### config.mk
export PLATFORM = sky130hd
export DESIGN_NAME = edt_timer
export DESIGN_NICKNAME = d
export VERILOG_FILES = /design/src/design/edt_pkg.sv /design/src/design/edt_timer.sv
export SDC_FILE = /design/constraint.sdc
export NUM_CORES = 1
export LEC_CHECK = 0
export CORE_AREA = 3 3 122 171
export DETAILED_ROUTE_END_ITERATION = 6
export DIE_AREA = 0 0 125 174
export DONT_BUFFER_PORTS = 1
export GPL_TIMING_DRIVEN = 0
export SLEW_MARGIN = 5
export SYNTH_ARGS = -nofsm -noshare
export SYNTH_HDL_FRONTEND = slang
export SYNTH_SLANG_ARGS = --single-unit
### constraint.sdc
create_clock -name mclk -period 6.6 [get_ports mclk]
set_input_delay 0.99 -clock mclk [delete_from_list [all_inputs] [get_ports mclk]]
set_output_delay 0.99 -clock mclk [all_outputs]
set_load 0.01 [all_outputs]
### src/design/edt_pkg.sv
// Constants for the emergency discharge timer: register map, field layout,
// reset values and the time base derived from the 10 MHz clock.
// Assumes a 32-bit APB master and a synchronous active-high enable input.
package edt_pkg;
    // Printed register index; the byte address is four times it
    localparam logic [7:0] EDT_CFG_INDEX = 8'h1D;
    localparam logic [7:0] EDT_STAT_INDEX = 8'h1E;
    localparam logic [11:0] EDT_CFG_ADDR = {2'b00, EDT_CFG_INDEX, 2'b00};
    localparam logic [11:0] EDT_STAT_ADDR = {2'b00, EDT_STAT_INDEX, 2'b00};
    localparam int EDT_ADDR_W = 12;

    // Field positions in the configuration word
    localparam int EDT_WIN_LSB = 13;
    localparam int EDT_WIN_MSB = 15;
    localparam int EDT_TICK_LSB = 8;
    localparam int EDT_TICK_MSB = 11;
    localparam int EDT_TMO_LSB = 0;
    localparam int EDT_TMO_MSB = 7;
    localparam logic [15:0] EDT_CFG_RESET = 16'h0000;
    localparam logic [2:0] EDT_WIN_RESET = 3'h0;
    localparam logic [7:0] EDT_TMO_RESET = 8'h00;

    // Time base: the cycle is cut into 62.5 ms slots
    localparam int EDT_CLK_PERIOD_NS = 100;
    localparam int EDT_SLOT_NS = 62_500_000;
    localparam int EDT_CYC_PER_SLOT = EDT_SLOT_NS / EDT_CLK_PERIOD_NS;
    localparam int EDT_WIN_UNIT_MS = 7500;
    localparam int EDT_SLOT_US = 62_500;
    localparam int EDT_CYCLE_S = 60;
    localparam int EDT_SLOTS_PER_UNIT = EDT_WIN_UNIT_MS * 1000 / EDT_SLOT_US;
    localparam int EDT_SLOTS_PER_CYCLE = EDT_CYCLE_S * 1_000_000 / EDT_SLOT_US;
    localparam int EDT_TICK_HZ = 2;
    localparam int EDT_SLOTS_PER_TICK = 1_000_000 / (EDT_TICK_HZ * EDT_SLOT_US);
    localparam int EDT_STEP_HOURS = 2;
    // Two hours in microseconds exceeds 32 bits, so the product is formed at 64 bits
    localparam int EDT_SLOTS_PER_STEP = int'(64'd3600 * 64'd1_000_000 * EDT_STEP_HOURS
                                             / EDT_SLOT_US);

    // Counter widths
    localparam int EDT_PRE_W = 20;
    localparam int EDT_SLOT_W = 10;
    localparam int EDT_SUB_W = 3;
    localparam int EDT_STEPCNT_W = 17;
    localparam int EDT_STEP_W = 9;

    typedef enum logic [1:0] {
        EDT_IDLE,
        EDT_RUN,
        EDT_DONE
    } edt_state_e;
endpackage : edt_pkg

### src/design/edt_timer.sv
// Emergency discharge timer: on/off window within each 60 s discharge cycle,
// 2 Hz tick counter and 2-hour-step timeout, behind a zero-wait APB slave.
// Assumes the mode enable arrives from another register, synchronous to mclk.
//
// Register access over APB and the register offsets were chosen for this implementation.
`timescale 1ns/1ns

// Overview of operation
// - Window code in bits 15:13 sets switch on-time, 7.5 s per step.
// - Code 0: on 7.5 s, off 52.5 s; code 1: on 15 s, off 45 s.
// - Code 7: on 59.94 s, off only 62.5 ms per cycle.
// - The chosen window applies to every cycle, even and odd alike.
// - While active, a 4-bit tick counter in bits 11:8 advances at 2 Hz.
// - The tick counter wraps fifteen to zero until the mode ends.
// - Tick counter is readable and read-only; writes leave it alone.
// - Timeout code in bits 7:0, one step is 2 hours.
// - Writing timeout zero disables the timer and ends the mode at once.
// - Timer starts on enable with nonzero code, stops at the timeout.
// - Clearing the enable resets the timer.
// - Timeout is two hours times code plus one: 4 h, 6 h ... 512 h.
module edt_timer
    import edt_pkg::*;
#(
    parameter int CYC_PER_SLOT = EDT_CYC_PER_SLOT,
    parameter int SLOTS_PER_STEP = EDT_SLOTS_PER_STEP
) (
    input wire logic mclk, // 10 MHz clock
    input wire logic sys_rst, // Asynchronous reset, active high
    input wire logic psel, // APB select
    input wire logic penable, // APB access phase
    input wire logic pwrite, // APB write
    input wire logic [EDT_ADDR_W-1:0] paddr, // APB byte address
    input wire logic [31:0] pwdata, // APB write data
    input wire logic [3:0] pstrb, // APB byte strobes
    output logic [31:0] prdata, // APB read data
    output logic pready, // APB ready
    output logic pslverr, // APB error for unmapped address
    input wire logic emergency_discharge_on, // Mode enable from another register
    output logic discharge_switch_on, // Discharge switches closed
    output logic discharge_active // Mode running, timeout not reached
);

    logic [2:0] win_reg, win_next;
    logic [7:0] tmo_reg, tmo_next;
    logic [3:0] tick_reg, tick_next;
    logic [31:0] prdata_reg, prdata_next;
    logic err_reg, err_next;
    edt_state_e state_reg, state_next;
    logic [EDT_PRE_W-1:0] pre_reg, pre_next;
    logic [EDT_SLOT_W-1:0] slot_reg, slot_next;
    logic [EDT_SUB_W-1:0] sub_reg, sub_next;
    logic [EDT_STEPCNT_W-1:0] stepcnt_reg, stepcnt_next;
    logic [EDT_STEP_W-1:0] step_reg, step_next;
    logic sw_reg, sw_next;

    logic setup_ph, wr_cfg, hit_cfg, hit_stat, tmo_zero_wr;
    logic slot_end, cycle_end, step_end;
    logic [7:0] new_tmo;

    // Number of slots the switches stay on for a window code
    function automatic logic [EDT_SLOT_W-1:0] on_slots(input logic [2:0] code);
        logic [EDT_SLOT_W-1:0] n;
        n = EDT_SLOT_W'(EDT_SLOTS_PER_UNIT) * (EDT_SLOT_W'(code) + 1'b1);
        if (code == 3'h7) begin
            // The full 60 s would leave no gap; keep one slot off
            n = EDT_SLOT_W'(EDT_SLOTS_PER_CYCLE - 1);
        end
        return n;
    endfunction : on_slots

    function automatic logic [15:0] cfg_word(input logic [2:0] w, input logic [3:0] t,
                                             input logic [7:0] m);
        return {w, 1'b0, t, m};
    endfunction : cfg_word

    // Bus decode
    always_comb begin
        setup_ph = psel && !penable;
        hit_cfg = (paddr == EDT_CFG_ADDR);
        hit_stat = (paddr == EDT_STAT_ADDR);
        wr_cfg = psel && penable && pwrite && hit_cfg;
        new_tmo = (wr_cfg && pstrb[0]) ? pwdata[EDT_TMO_MSB:EDT_TMO_LSB] : tmo_reg;
        tmo_zero_wr = wr_cfg && pstrb[0] && (new_tmo == 8'h00);
    end

    // Configuration fields
    always_comb begin
        win_next = win_reg;
        tmo_next = tmo_reg;
        if (wr_cfg && pstrb[1]) begin
            win_next = pwdata[EDT_WIN_MSB:EDT_WIN_LSB];
        end
        if (wr_cfg && pstrb[0]) begin
            tmo_next = pwdata[EDT_TMO_MSB:EDT_TMO_LSB];
        end
    end

    always_ff @(posedge mclk or posedge sys_rst) begin
        if (sys_rst) begin
            win_reg <= EDT_WIN_RESET;
            tmo_reg <= EDT_TMO_RESET;
        end else begin
            win_reg <= win_next;
            tmo_reg <= tmo_next;
        end
    end

    // Read data is captured in the setup phase so it comes from flip-flops
    always_comb begin
        prdata_next = prdata_reg;
        err_next = 1'b0;
        if (setup_ph) begin
            prdata_next = 32'h0000_0000;
            err_next = !(hit_cfg || hit_stat);
            if (hit_cfg) begin
                prdata_next[15:0] = cfg_word(win_reg, tick_reg, tmo_reg);
            end else if (hit_stat) begin
                prdata_next[1:0] = {sw_reg, state_reg == EDT_RUN};
            end
        end
    end

    always_ff @(posedge mclk or posedge sys_rst) begin
        if (sys_rst) begin
            prdata_reg <= 32'h0000_0000;
            err_reg <= 1'b0;
        end else begin
            prdata_reg <= prdata_next;
            err_reg <= err_next;
        end
    end

    // Mode control
    always_comb begin
        state_next = state_reg;
        unique case (state_reg)
            EDT_IDLE: begin
                if (emergency_discharge_on && new_tmo != 8'h00) begin
                    state_next = EDT_RUN;
                end
            end
            EDT_RUN: begin
                if (!emergency_discharge_on) begin
                    state_next = EDT_IDLE;
                end else if (tmo_zero_wr) begin
                    state_next = EDT_IDLE;
                end else if (step_end && step_reg + 1'b1 >= {1'b0, tmo_reg} + 1'b1) begin
                    state_next = EDT_DONE;
                end
            end
            EDT_DONE: begin
                // Stays off until the enable drops or the timeout is cleared
                if (!emergency_discharge_on || tmo_zero_wr) begin
                    state_next = EDT_IDLE;
                end
            end
        endcase
    end

    always_ff @(posedge mclk or posedge sys_rst) begin
        if (sys_rst) begin
            state_reg <= EDT_IDLE;
        end else begin
            state_reg <= state_next;
        end
    end

    // Time base: slots, position in the cycle, 2 Hz ticks and 2 h steps
    always_comb begin
        slot_end = (pre_reg == EDT_PRE_W'(CYC_PER_SLOT - 1));
        cycle_end = slot_end && (slot_reg == EDT_SLOT_W'(EDT_SLOTS_PER_CYCLE - 1));
        step_end = slot_end && (stepcnt_reg == EDT_STEPCNT_W'(SLOTS_PER_STEP - 1));
        pre_next = pre_reg;
        slot_next = slot_reg;
        sub_next = sub_reg;
        stepcnt_next = stepcnt_reg;
        step_next = step_reg;
        tick_next = tick_reg;
        if (state_reg == EDT_RUN && state_next == EDT_RUN) begin
            pre_next = slot_end ? '0 : pre_reg + 1'b1;
            if (slot_end) begin
                // Same window every cycle, so the slot index simply wraps
                slot_next = cycle_end ? '0 : slot_reg + 1'b1;
                sub_next = sub_reg + 1'b1;
                if (sub_reg == EDT_SUB_W'(EDT_SLOTS_PER_TICK - 1)) begin
                    sub_next = '0;
                    tick_next = tick_reg + 1'b1;
                end
                stepcnt_next = step_end ? '0 : stepcnt_reg + 1'b1;
                if (step_end) begin
                    step_next = step_reg + 1'b1;
                end
            end
        end else if (state_next == EDT_IDLE) begin
            pre_next = '0;
            slot_next = '0;
            sub_next = '0;
            stepcnt_next = '0;
            step_next = '0;
            tick_next = 4'h0;
        end
        // In the finished state every counter simply holds
    end

    always_ff @(posedge mclk or posedge sys_rst) begin
        if (sys_rst) begin
            pre_reg <= '0;
            slot_reg <= '0;
            sub_reg <= '0;
            stepcnt_reg <= '0;
            step_reg <= '0;
            tick_reg <= EDT_CFG_RESET[EDT_TICK_MSB:EDT_TICK_LSB];
        end else begin
            pre_reg <= pre_next;
            slot_reg <= slot_next;
            sub_reg <= sub_next;
            stepcnt_reg <= stepcnt_next;
            step_reg <= step_next;
            tick_reg <= tick_next;
        end
    end

    // Switch drive, registered to keep the pin glitch free
    always_comb begin
        sw_next = (state_next == EDT_RUN) && (slot_next < on_slots(win_reg));
        if (state_next != EDT_RUN) begin
            sw_next = 1'b0;
        end
    end

    always_ff @(posedge mclk or posedge sys_rst) begin
        if (sys_rst) begin
            sw_reg <= 1'b0;
        end else begin
            sw_reg <= sw_next;
        end
    end

    assign prdata = prdata_reg;
    assign pready = 1'b1;
    assign pslverr = psel && penable && err_reg;
    assign discharge_switch_on = sw_reg;
    assign discharge_active = (state_reg == EDT_RUN);

endmodule : edt_timer

[Word level (Yosys, flattened, before mapping)]
Cells that the tools add are included.
Cells by class
  add/subtract/negate cells: 8
  $mul: 1
  magnitude comparators: 2
  equality and inequality tests: 14
  muxes and demuxes: 36
  reductions and logical operators: 27
Operators by type and width (count)
  $mux W17: 4
  $mux W20: 3
  $mux W10: 5
  $mux W9: 4
  $eq A12 B7 Y1 const B: 2
  $add A20 B1 Y20 const B: 1
  $eq A20 B20 Y1 const B: 1
  $add A17 B1 Y17 const B: 1
  $eq A17 B17 Y1 const B: 1
  $mux W4: 4
  $logic_and A1 B1 Y1: 14
  $mux W14: 1
  $mux W2: 7
  $mux W3: 4
  $add A10 B1 Y10 const B: 1
  $eq A10 B10 Y1 const B: 1
  $lt A10 B10 Y1: 1
  $add A8 B1 Y9 const B: 1
  $add A9 B1 Y9 const B: 1
  $ge A9 B9 Y1: 1
  $logic_not A8 Y1: 1
  $mux W8: 1
  $reduce_bool A8 Y1: 1
  $mul A4 B4 Y7 const A: 1
  other kinds (16): 26
Storage, ports and cells
  register bits after elaboration: 94
  input bits: 54
  output and inout bits: 36
  logic and storage cells: 100

[Logic depth before layout (Yosys ltp)]
Gate-level depths: netlist (run 1).
  depth after elaboration: 16
  depth in mapped cells: 23
  depth with buffers taken out: 22

[Worst setup path before layout (run 1)]
No wires, ideal clock.
  path type: reg-to-reg
  start point: reg step_reg[0]
  end point: reg sw_reg, in the netlist discharge_switch_on
  library setup time: 0.076 ns
  data arrival time: 4.496 ns
  data required time: 6.524 ns
  setup slack: 2.027 ns
  cell stages (with the launch flop): 22
  buffers on the path: 1
  period minus slack after synthesis: 4.573 ns
  cell sequence: dfrtp_1 ha_1 nand3_1 nor2_1 xor2_1 ha_1 a211oi_1 o211ai_1 o2111a_1 o2111ai_1 a32oi_2 nor4_2 clkbuf_1 nand4_1 mux2i_1 ha_1 a21o_1 a21oi_1 o21ai_0 nor4_1 nand3b_1 o21ai_1
On the way
  longest elaborated chain between the ends: 13
  elaborated cells on any way between the ends: 16
  those cells by class: add/sub: 1; order compare: 2; eq/ne: 2; mux: 7; reduce/logical: 4
Ends and longest elaborated chain
  start: declaration: RTL line edt_timer.sv:53  | logic [EDT_STEP_W-1:0] step_reg, step_next;
  start signal: assignment: RTL line edt_timer.sv:218  | step_reg <= step_next;
  $add A9 B1 Y9 *: RTL line edt_timer.sv:147  | end else if (step_end && step_reg + 1'b1 >= {1'b0, tmo_reg} + 1'b1) begin
  $ge A9 B9 Y1 *: RTL line edt_timer.sv:147
  $logic_and A1 B1 Y1 *: RTL line edt_timer.sv:147
  $mux W2 *: RTL line edt_timer.sv:147
  $mux W2 *: RTL line edt_timer.sv:145  | end else if (tmo_zero_wr) begin
  $mux W2 *: RTL line edt_timer.sv:143  | if (!emergency_discharge_on) begin
  $pmux W2 S3 *: RTL line edt_timer.sv:136  | unique case (state_reg)
  $logic_not A2 Y1 or $eq A2 B1 Y1 (tied branches): RTL line edt_timer.sv:194, edt_timer.sv:179
  $mux W10 or $logic_and A1 B1 Y1 (tied branches): RTL line edt_timer.sv:194, edt_timer.sv:179
  $mux W10 *: RTL line edt_timer.sv:179  | if (state_reg == EDT_RUN && state_next == EDT_RUN) begin
  via slot_next[8]: RTL line edt_timer.sv:50  | logic [EDT_SLOT_W-1:0] slot_reg, slot_next;
  $lt A10 B10 Y1 *: RTL line edt_timer.sv:225  | sw_next = (state_next == EDT_RUN) && (slot_next < on_slots(win_reg));
  $logic_and A1 B1 Y1 *: RTL line edt_timer.sv:225
  $mux W1 *: RTL line edt_timer.sv:226  | if (state_next != EDT_RUN) begin
  via sw_next: RTL line edt_timer.sv:54  | logic sw_reg, sw_next;
  end signal: assignment: RTL line edt_timer.sv:235  | sw_reg <= sw_next;
  end: declaration: RTL line edt_timer.sv:54
Mark *: on every way through the listed nets, which the timed path passes. The rest lies on a longest branch.
A chain may end at the register's enable or synchronous reset.

[Final worst setup path (run 1)]
Same ends and word-level chain as after synthesis.

==> metrics.cfg, run 1 <==
[status]
outcome = completed

[worst_setup_path]
setup.worst_path.start_class = flip-flop
crit_type = flip-flop to flip-flop
cpMostUsedCell = ha_1
cp.depth = 21
slowest_delay_ps = 560
end_kind = flip-flop
slowest_stage = clkbuf_1
r2r_cells = 21
path_max_fanout = 10
cp.required_ps = 6860
crit_buf_inv = 1
arrival_ps = 6050
path_cells = ha_1 > nand3_1 > nor2_1 > xor2_1 > ha_1 > a211oi_1 > o211ai_1 > o2111a_1 > o2111ai_1 > a32oi_2 > nor4_4 > clkbuf_1 > nand4_1 > mux2i_1 > ha_1 > a21o_1 > a21oi_1 > o21ai_0 > nor4_1 > nand3b_1 > o21ai_1
cp_top_family = compound AO/OA/AOI/OAI gates

[synthesis]
netlist.top_cell.by_area = dfrtp_1
ys_warn_count = 0
synth_area_um2 = 5984
synth-edff-count = 0
synthFlopType = dfrtp_1
synth_most_common_cell = dfrtp_1
yosys_register_bits = 93
seq_area_frac_synth_pct = 38.89
async_reset_ff_share_pct = 100.0
ys_top_cells_by_area = dfrtp_1 39%, ha_1 8.2%, nand2_1 3.4%, nand3_1 2.8%, a22o_1 2.8%
yosysTopAreaCellShare_pct = 38.89
syn_avg_cell_area_um2 = 9.454
syn_inst = 633
synth_common_cells = 93 x dfrtp_1, 55 x nand2_1, 39 x ha_1, 35 x nor2_1
ys_types = 71

[sta]
worst_slack_ps = 814.8
worst_pin_slew_ps = 965.2
hold_viol = 0
min_period_ps = 5785
tns_ps = 0
setup_viol_count_final = 0
rsz0062_at_grt = false
skew_ps = 13.75
slew_headroom_pct = 35.12
fmax_mhz = 172.9
slew_violations = 0
finalCritPeriodShare_pct = 87.65

[grt]
grt_pass1_wl_mm = 23.16
grt_util_all_layers_pct = 12.79
grt_pass1_vias = 4685
antenna_found_initial = 0
gr-total-overflow = 0
grt_max_degree = 59

[place]
place_congestion = 0.7736
place_ws_ps = 476.5
io_buffers = 0
dpl.hpwl_mm = 10.36

[cells_and_area]
largest_reg_flops = 20
finalNetCount = 758
area_growth_pct = 11.46
n_antenna_cell = 0
final_layout_size_suffix_gt1_share_pct = 11.86

[die]
ios = 90
initial_core_util_pct = 30.90
die-height_um = 174
core_area_um2 = 19370
chipWidth_um = 125
die-area_um2 = 21750
row_count = 60

[power]
peakVddDrop_mv = 0.1232
cellPowerDensity_nw_per_um2 = 176.9
leakagePower_nw = 2.976

[clock_tree]
numCtsBuffers = 9
clk_pin_slew_worst_paths_ps = 70
root_buffer = clkbuf_16
clock_latency_ps = 350
htree_num_levels = 3
cts.sinks = 93
cts_tree = built
cts_max_path_buffers = 2

[worst_hold_path]
holdPathStages = 2
hp-class = flip-flop to flip-flop

[detailed_routing]
drc = 0
first_pass_iters = 4
detail_route.vias_per_cell = 5.164
vias = 4720
antenna_left = 0
wl_per_cell_um = 15.06
wl_mm = 13.77
drtIter0Drc = 325

[run]
drv_cap = 0

-- report_power, final --
group          leakage [nW]  internal, mW  switching, mW  total, mW
Sequential             1.30         0.572        0.00206      0.574
Clock                 0.132         0.257          0.232      0.489
Combinational          1.55        0.0341         0.0833      0.117
-- layer usage --
metal	GRT usage (%)	vias to the layer above	routed length, um
met3	1.844	19	318
met1	14.98	2295	5765
met4	5.380	0	309
met2	23.18	60	7371
li1	-	2346	-
met5	0	-	0
-- cells by family after synthesis --
family / share of synthesized area, %
flops: 38.89
fa+ha+maj: 9.492
mux: 2.927
buf+inv: 6.377
other cells: 0.1255
simple gates: 21.41
xor+xnor: 4.244
compound gates: 16.54
-- metrics by stage --
step           std cells  hold slack, ps  util [%]  power [mW]  area (um2)
3_3_place_gp         897           475.8     32.81      0.7004        6355
2_1_floorplan        649           459.6         -      0.6714        6045
3_5_place_dp         898           486.2     32.97      0.7034        6385
4_1_cts              914           500.5     34.39       1.193        6661
6_report             914           493.6     34.44       1.180        6670
5_1_grt              914           536.9     34.44       1.229        6670
-- timing repair --
item,4_1_cts,5_1_grt
hold buffers,0,0
resized for setup,0,1
buffers inserted,0,0
endpoints found under the setup margin,0,1
-- path summary, 6_finish.rpt --
check / start / slack, ps / to
setup / recovery: step_reg[0] / 810 / discharge_switch_on
hold / removal: sub_reg[1] / 490 / sub_reg[1]
setup reg to reg: step_reg[0] / 810 / discharge_switch_on
hold reg to reg: sub_reg[1] / 490 / sub_reg[1]
max in group asynchronous: sys_rst / 5410 / err_reg
min in group asynchronous: sys_rst / 530 / pre_reg[5]
-- worst register-to-register path: cells and delay by family (launching register included) --
family	cells	cell delay (ps)
and+or+nand+nor	6	1660
muxes	1	250
AOI/OAI and AO/OA	9	1740
adders and majority gates	3	840
DFF	1	450
buffers and inverters	1	560
xor gates and xnor gates	1	200
-- cell usage in the layout, fill, tap and decap left out, types with 15 or more instances in the layout --
master	instances
nand3_1	34
o21ai_1	22
xnor2_1	16
clkbuf_1	15
nor2_1	35
inv_1	33
a21oi_1	17
buf_4	19
nand4_1	22
a22o_1	19
dfrtp_1	93
ha_1	39
conb_1	18
nand2_1	55
-- cell type report --
cell class,instances,area (um2)
flip-flops and latches,93,2327
plain buffers,43,250.2
fillers,1997,12700
well taps,248,310.3
clock inverters,7,51.30
repair buffers,1,27.53
multi-input cells,478,3344
inverters,35,133.9
clock buffers,9,225.2
No activity file was read; power rests on OpenSTA's default activity.
==> run 2, diff against run 1 <==
- ABC_CLOCK_PERIOD_IN_PS: unset -> 6600
- CORE_AREA: 3 3 122 171 -> 3 3 89 125
- DIE_AREA: 0 0 125 174 -> 0 0 92 128
- PLACE_DENSITY: unset -> 0.74
- REMOVE_ABC_BUFFERS: unset -> 1
==> metrics.cfg, run 2 (synthesis gave the netlist of run 1 again) <==
[worst_setup_path]
end_kind = flip-flop
crit_buf_inv = 1  ; unchanged
cp_top_family = compound AO/OA/AOI/OAI gates
setup.worst_path.start_class = flip-flop
reg2reg_slack_ps = 740  ; -70 ps
path_max_fanout = 11  ; +1
crit_type = flip-flop to flip-flop
path_cells = ha_1 > nand3_1 > nor2_1 > xor2_1 > ha_1 > a211oi_1 > o211ai_1 > o2111a_1 > o2111ai_1 > a32oi_2 > inv_2 > nand4_1 > o311ai_0 > ha_1 > a21o_1 > a21o_1 > a21oi_1 > o21ai_0 > nor4_1 > nand3b_1 > o21ai_1
r2r_cells = 21  ; unchanged
slowest_delay_ps = 740  ; +180 ps
slowest_stage = o311ai_0
arrival_ps = 6130  ; +80 ps
cp.depth = 21  ; unchanged
r2r-end = discharge_switch_on
rr_startpoint = step_reg[0]
startpoint = step_reg[0]
cp-endpoint = discharge_switch_on
cpMostUsedCell = ha_1
cp.required_ps = 6870  ; about the same

[sta]
hold_slack_ps = 523.6  ; +29.95 ps
rsz0062_at_grt = false
tns_ps = 0  ; unchanged
hold_viol = 0  ; unchanged
skew_ps = 8.106  ; -5.649 ps
slew_violations = 0  ; unchanged
slew_headroom_pct = 30.88  ; -4.2 points
finalCritPeriodShare_pct = 88.72  ; +1.1 points
setup_viol_count_final = 0  ; unchanged
worst_pin_slew_ps = 1029  ; +63.87 ps
min_period_ps = 5856  ; +70.64 ps
fmax_mhz = 170.8  ; -1.2%

[cells_and_area]
n_antenna_cell = 0  ; unchanged
fin_cells = 762  ; -17%
area_growth_pct = 6.105
final_util_pct = 63.45  ; +29 points
finalNetCount = 719  ; -5.1%
final_common_cell = dfrtp_1
final_layout_size_suffix_gt1_share_pct = 8.772  ; -3.1 points
largest_reg_flops = 20  ; unchanged
layout_common_cells = 93 x dfrtp_1, 55 x nand2_1, 39 x ha_1, 35 x nor2_1, 34 x nand3_1

[die]
core_area_um2 = 10010  ; -48%
initial_core_util_pct = 59.80  ; +29 points
chipWidth_um = 92  ; -26%
die-area_um2 = 11780  ; -46%
row_count = 43  ; -28%
die-height_um = 128  ; -26%
ios = 90  ; unchanged

[detailed_routing]
wl_mm = 13.04  ; -5.3%
vias = 4691  ; -0.61%
drc = 0  ; unchanged
drtIter0Drc = 283  ; -13%
antenna_left = 0  ; unchanged
detail_route.vias_per_cell = 6.156  ; +19%
first_pass_iters = 5  ; +1
wl_per_cell_um = 17.11  ; +14%

[power]
clockPowerShare_pct = 40.9  ; -0.5 points
peakVddDrop_mv = 0.1297  ; +5.3%
cellPowerDensity_nw_per_um2 = 181.9  ; +2.8%
comb_power_share_pct = 9.4  ; -0.5 points
leakagePower_nw = 2.855  ; -4.0%
swShare_pct = 25.82  ; -1.1 points
internal_power_uw = 856.9  ; -0.65%
switching_power_uw = 298.2  ; -6.0%
seq_power_share_pct = 49.7  ; +1.1 points

[clock_tree]
clk_pin_slew_worst_paths_ps = 60  ; about the same
cts_max_path_buffers = 2  ; unchanged
root_buffer = clkbuf_16
cts_hold_buf = 0  ; unchanged
clock_latency_ps = 340  ; about the same
htree_num_levels = 3  ; unchanged
cts_tree = built
numCtsBuffers = 9  ; unchanged
cts-resized-gates = 0  ; unchanged
cts_setup_buffers = 0  ; unchanged
cts.sinks = 93  ; unchanged

[grt]
gr-total-overflow = 0  ; unchanged
grt_max_degree = 63  ; +6.8%
grt_pass1_wl_mm = 22.02  ; -4.9%
grt_pass1_vias = 4605  ; -1.7%
antenna_found_initial = 0  ; unchanged
grt_util_all_layers_pct = 23.00  ; +10 points

[place]
dpl.hpwl_mm = 9.480  ; -8.4%
placedCellCount = 746  ; -17%
io_buffers = 0  ; unchanged
place_congestion = 0.8776  ; +13%

[worst_hold_path]
hp-class = input pin to async pin

[run]
drv_cap = 0  ; unchanged

[status]
outcome = completed

-- run 2: metrics by stage --
stage	power (mW)	cell area (um2)	setup slack, ps
global route	1.199	6350	190.6
detailed placement	0.6933	6076	746.8
finish	1.155	6350	744.2
CTS	1.164	6344	723.3
floorplan	0.6558	5794	1245
global placement	0.6765	5963	-187.2
-- run 2: worst min-delay path by stage --
stage	cells past startpoint	start	slack, ps	endpoint
2_1_floorplan	2	sub_reg[1]	460	sub_reg[1]
3_3_place_gp	2	sub_reg[1]	470	sub_reg[1]
3_5_place_dp	2	sub_reg[1]	500	sub_reg[1]
4_1_cts	1	sys_rst	530	stepcnt_reg[5]
5_1_grt	1	sys_rst	540	pre_reg[5]
6_report	1	sys_rst	520	pre_reg[5]
-- run 2: metal layers --
| metal | global-route usage [%] | up-vias | routed length (um) |
|---|---|---|---|
| met5 | 0 | - | 0 |
| met2 | 40.58 | 82 | 6948 |
| met4 | 7.612 | 0 | 246 |
| met1 | 28.53 | 2319 | 5447 |
| li1 | - | 2267 | - |
| met3 | 3.993 | 23 | 395 |
-- run 2: power groups by stage --
stage                     Combinational, mW  Sequential [mW]  Clock [mW]
after detailed placement              0.109            0.585           0
final                                 0.109            0.574       0.472
after global routing                  0.121            0.574       0.504
after global placement               0.0919            0.585           0
after CTS                             0.109            0.574       0.481
after floorplan                      0.0717            0.584           0
-- run 2: final cells by class --
class	count	area, um2
flip-flops and latches	93	2327
well taps	135	168.9
fillers	825	3657
clock inverters	6	38.79
inverters	35	133.9
clock buffers	10	229.0
repair buffers	5	85.08
multi-input cells	478	3367
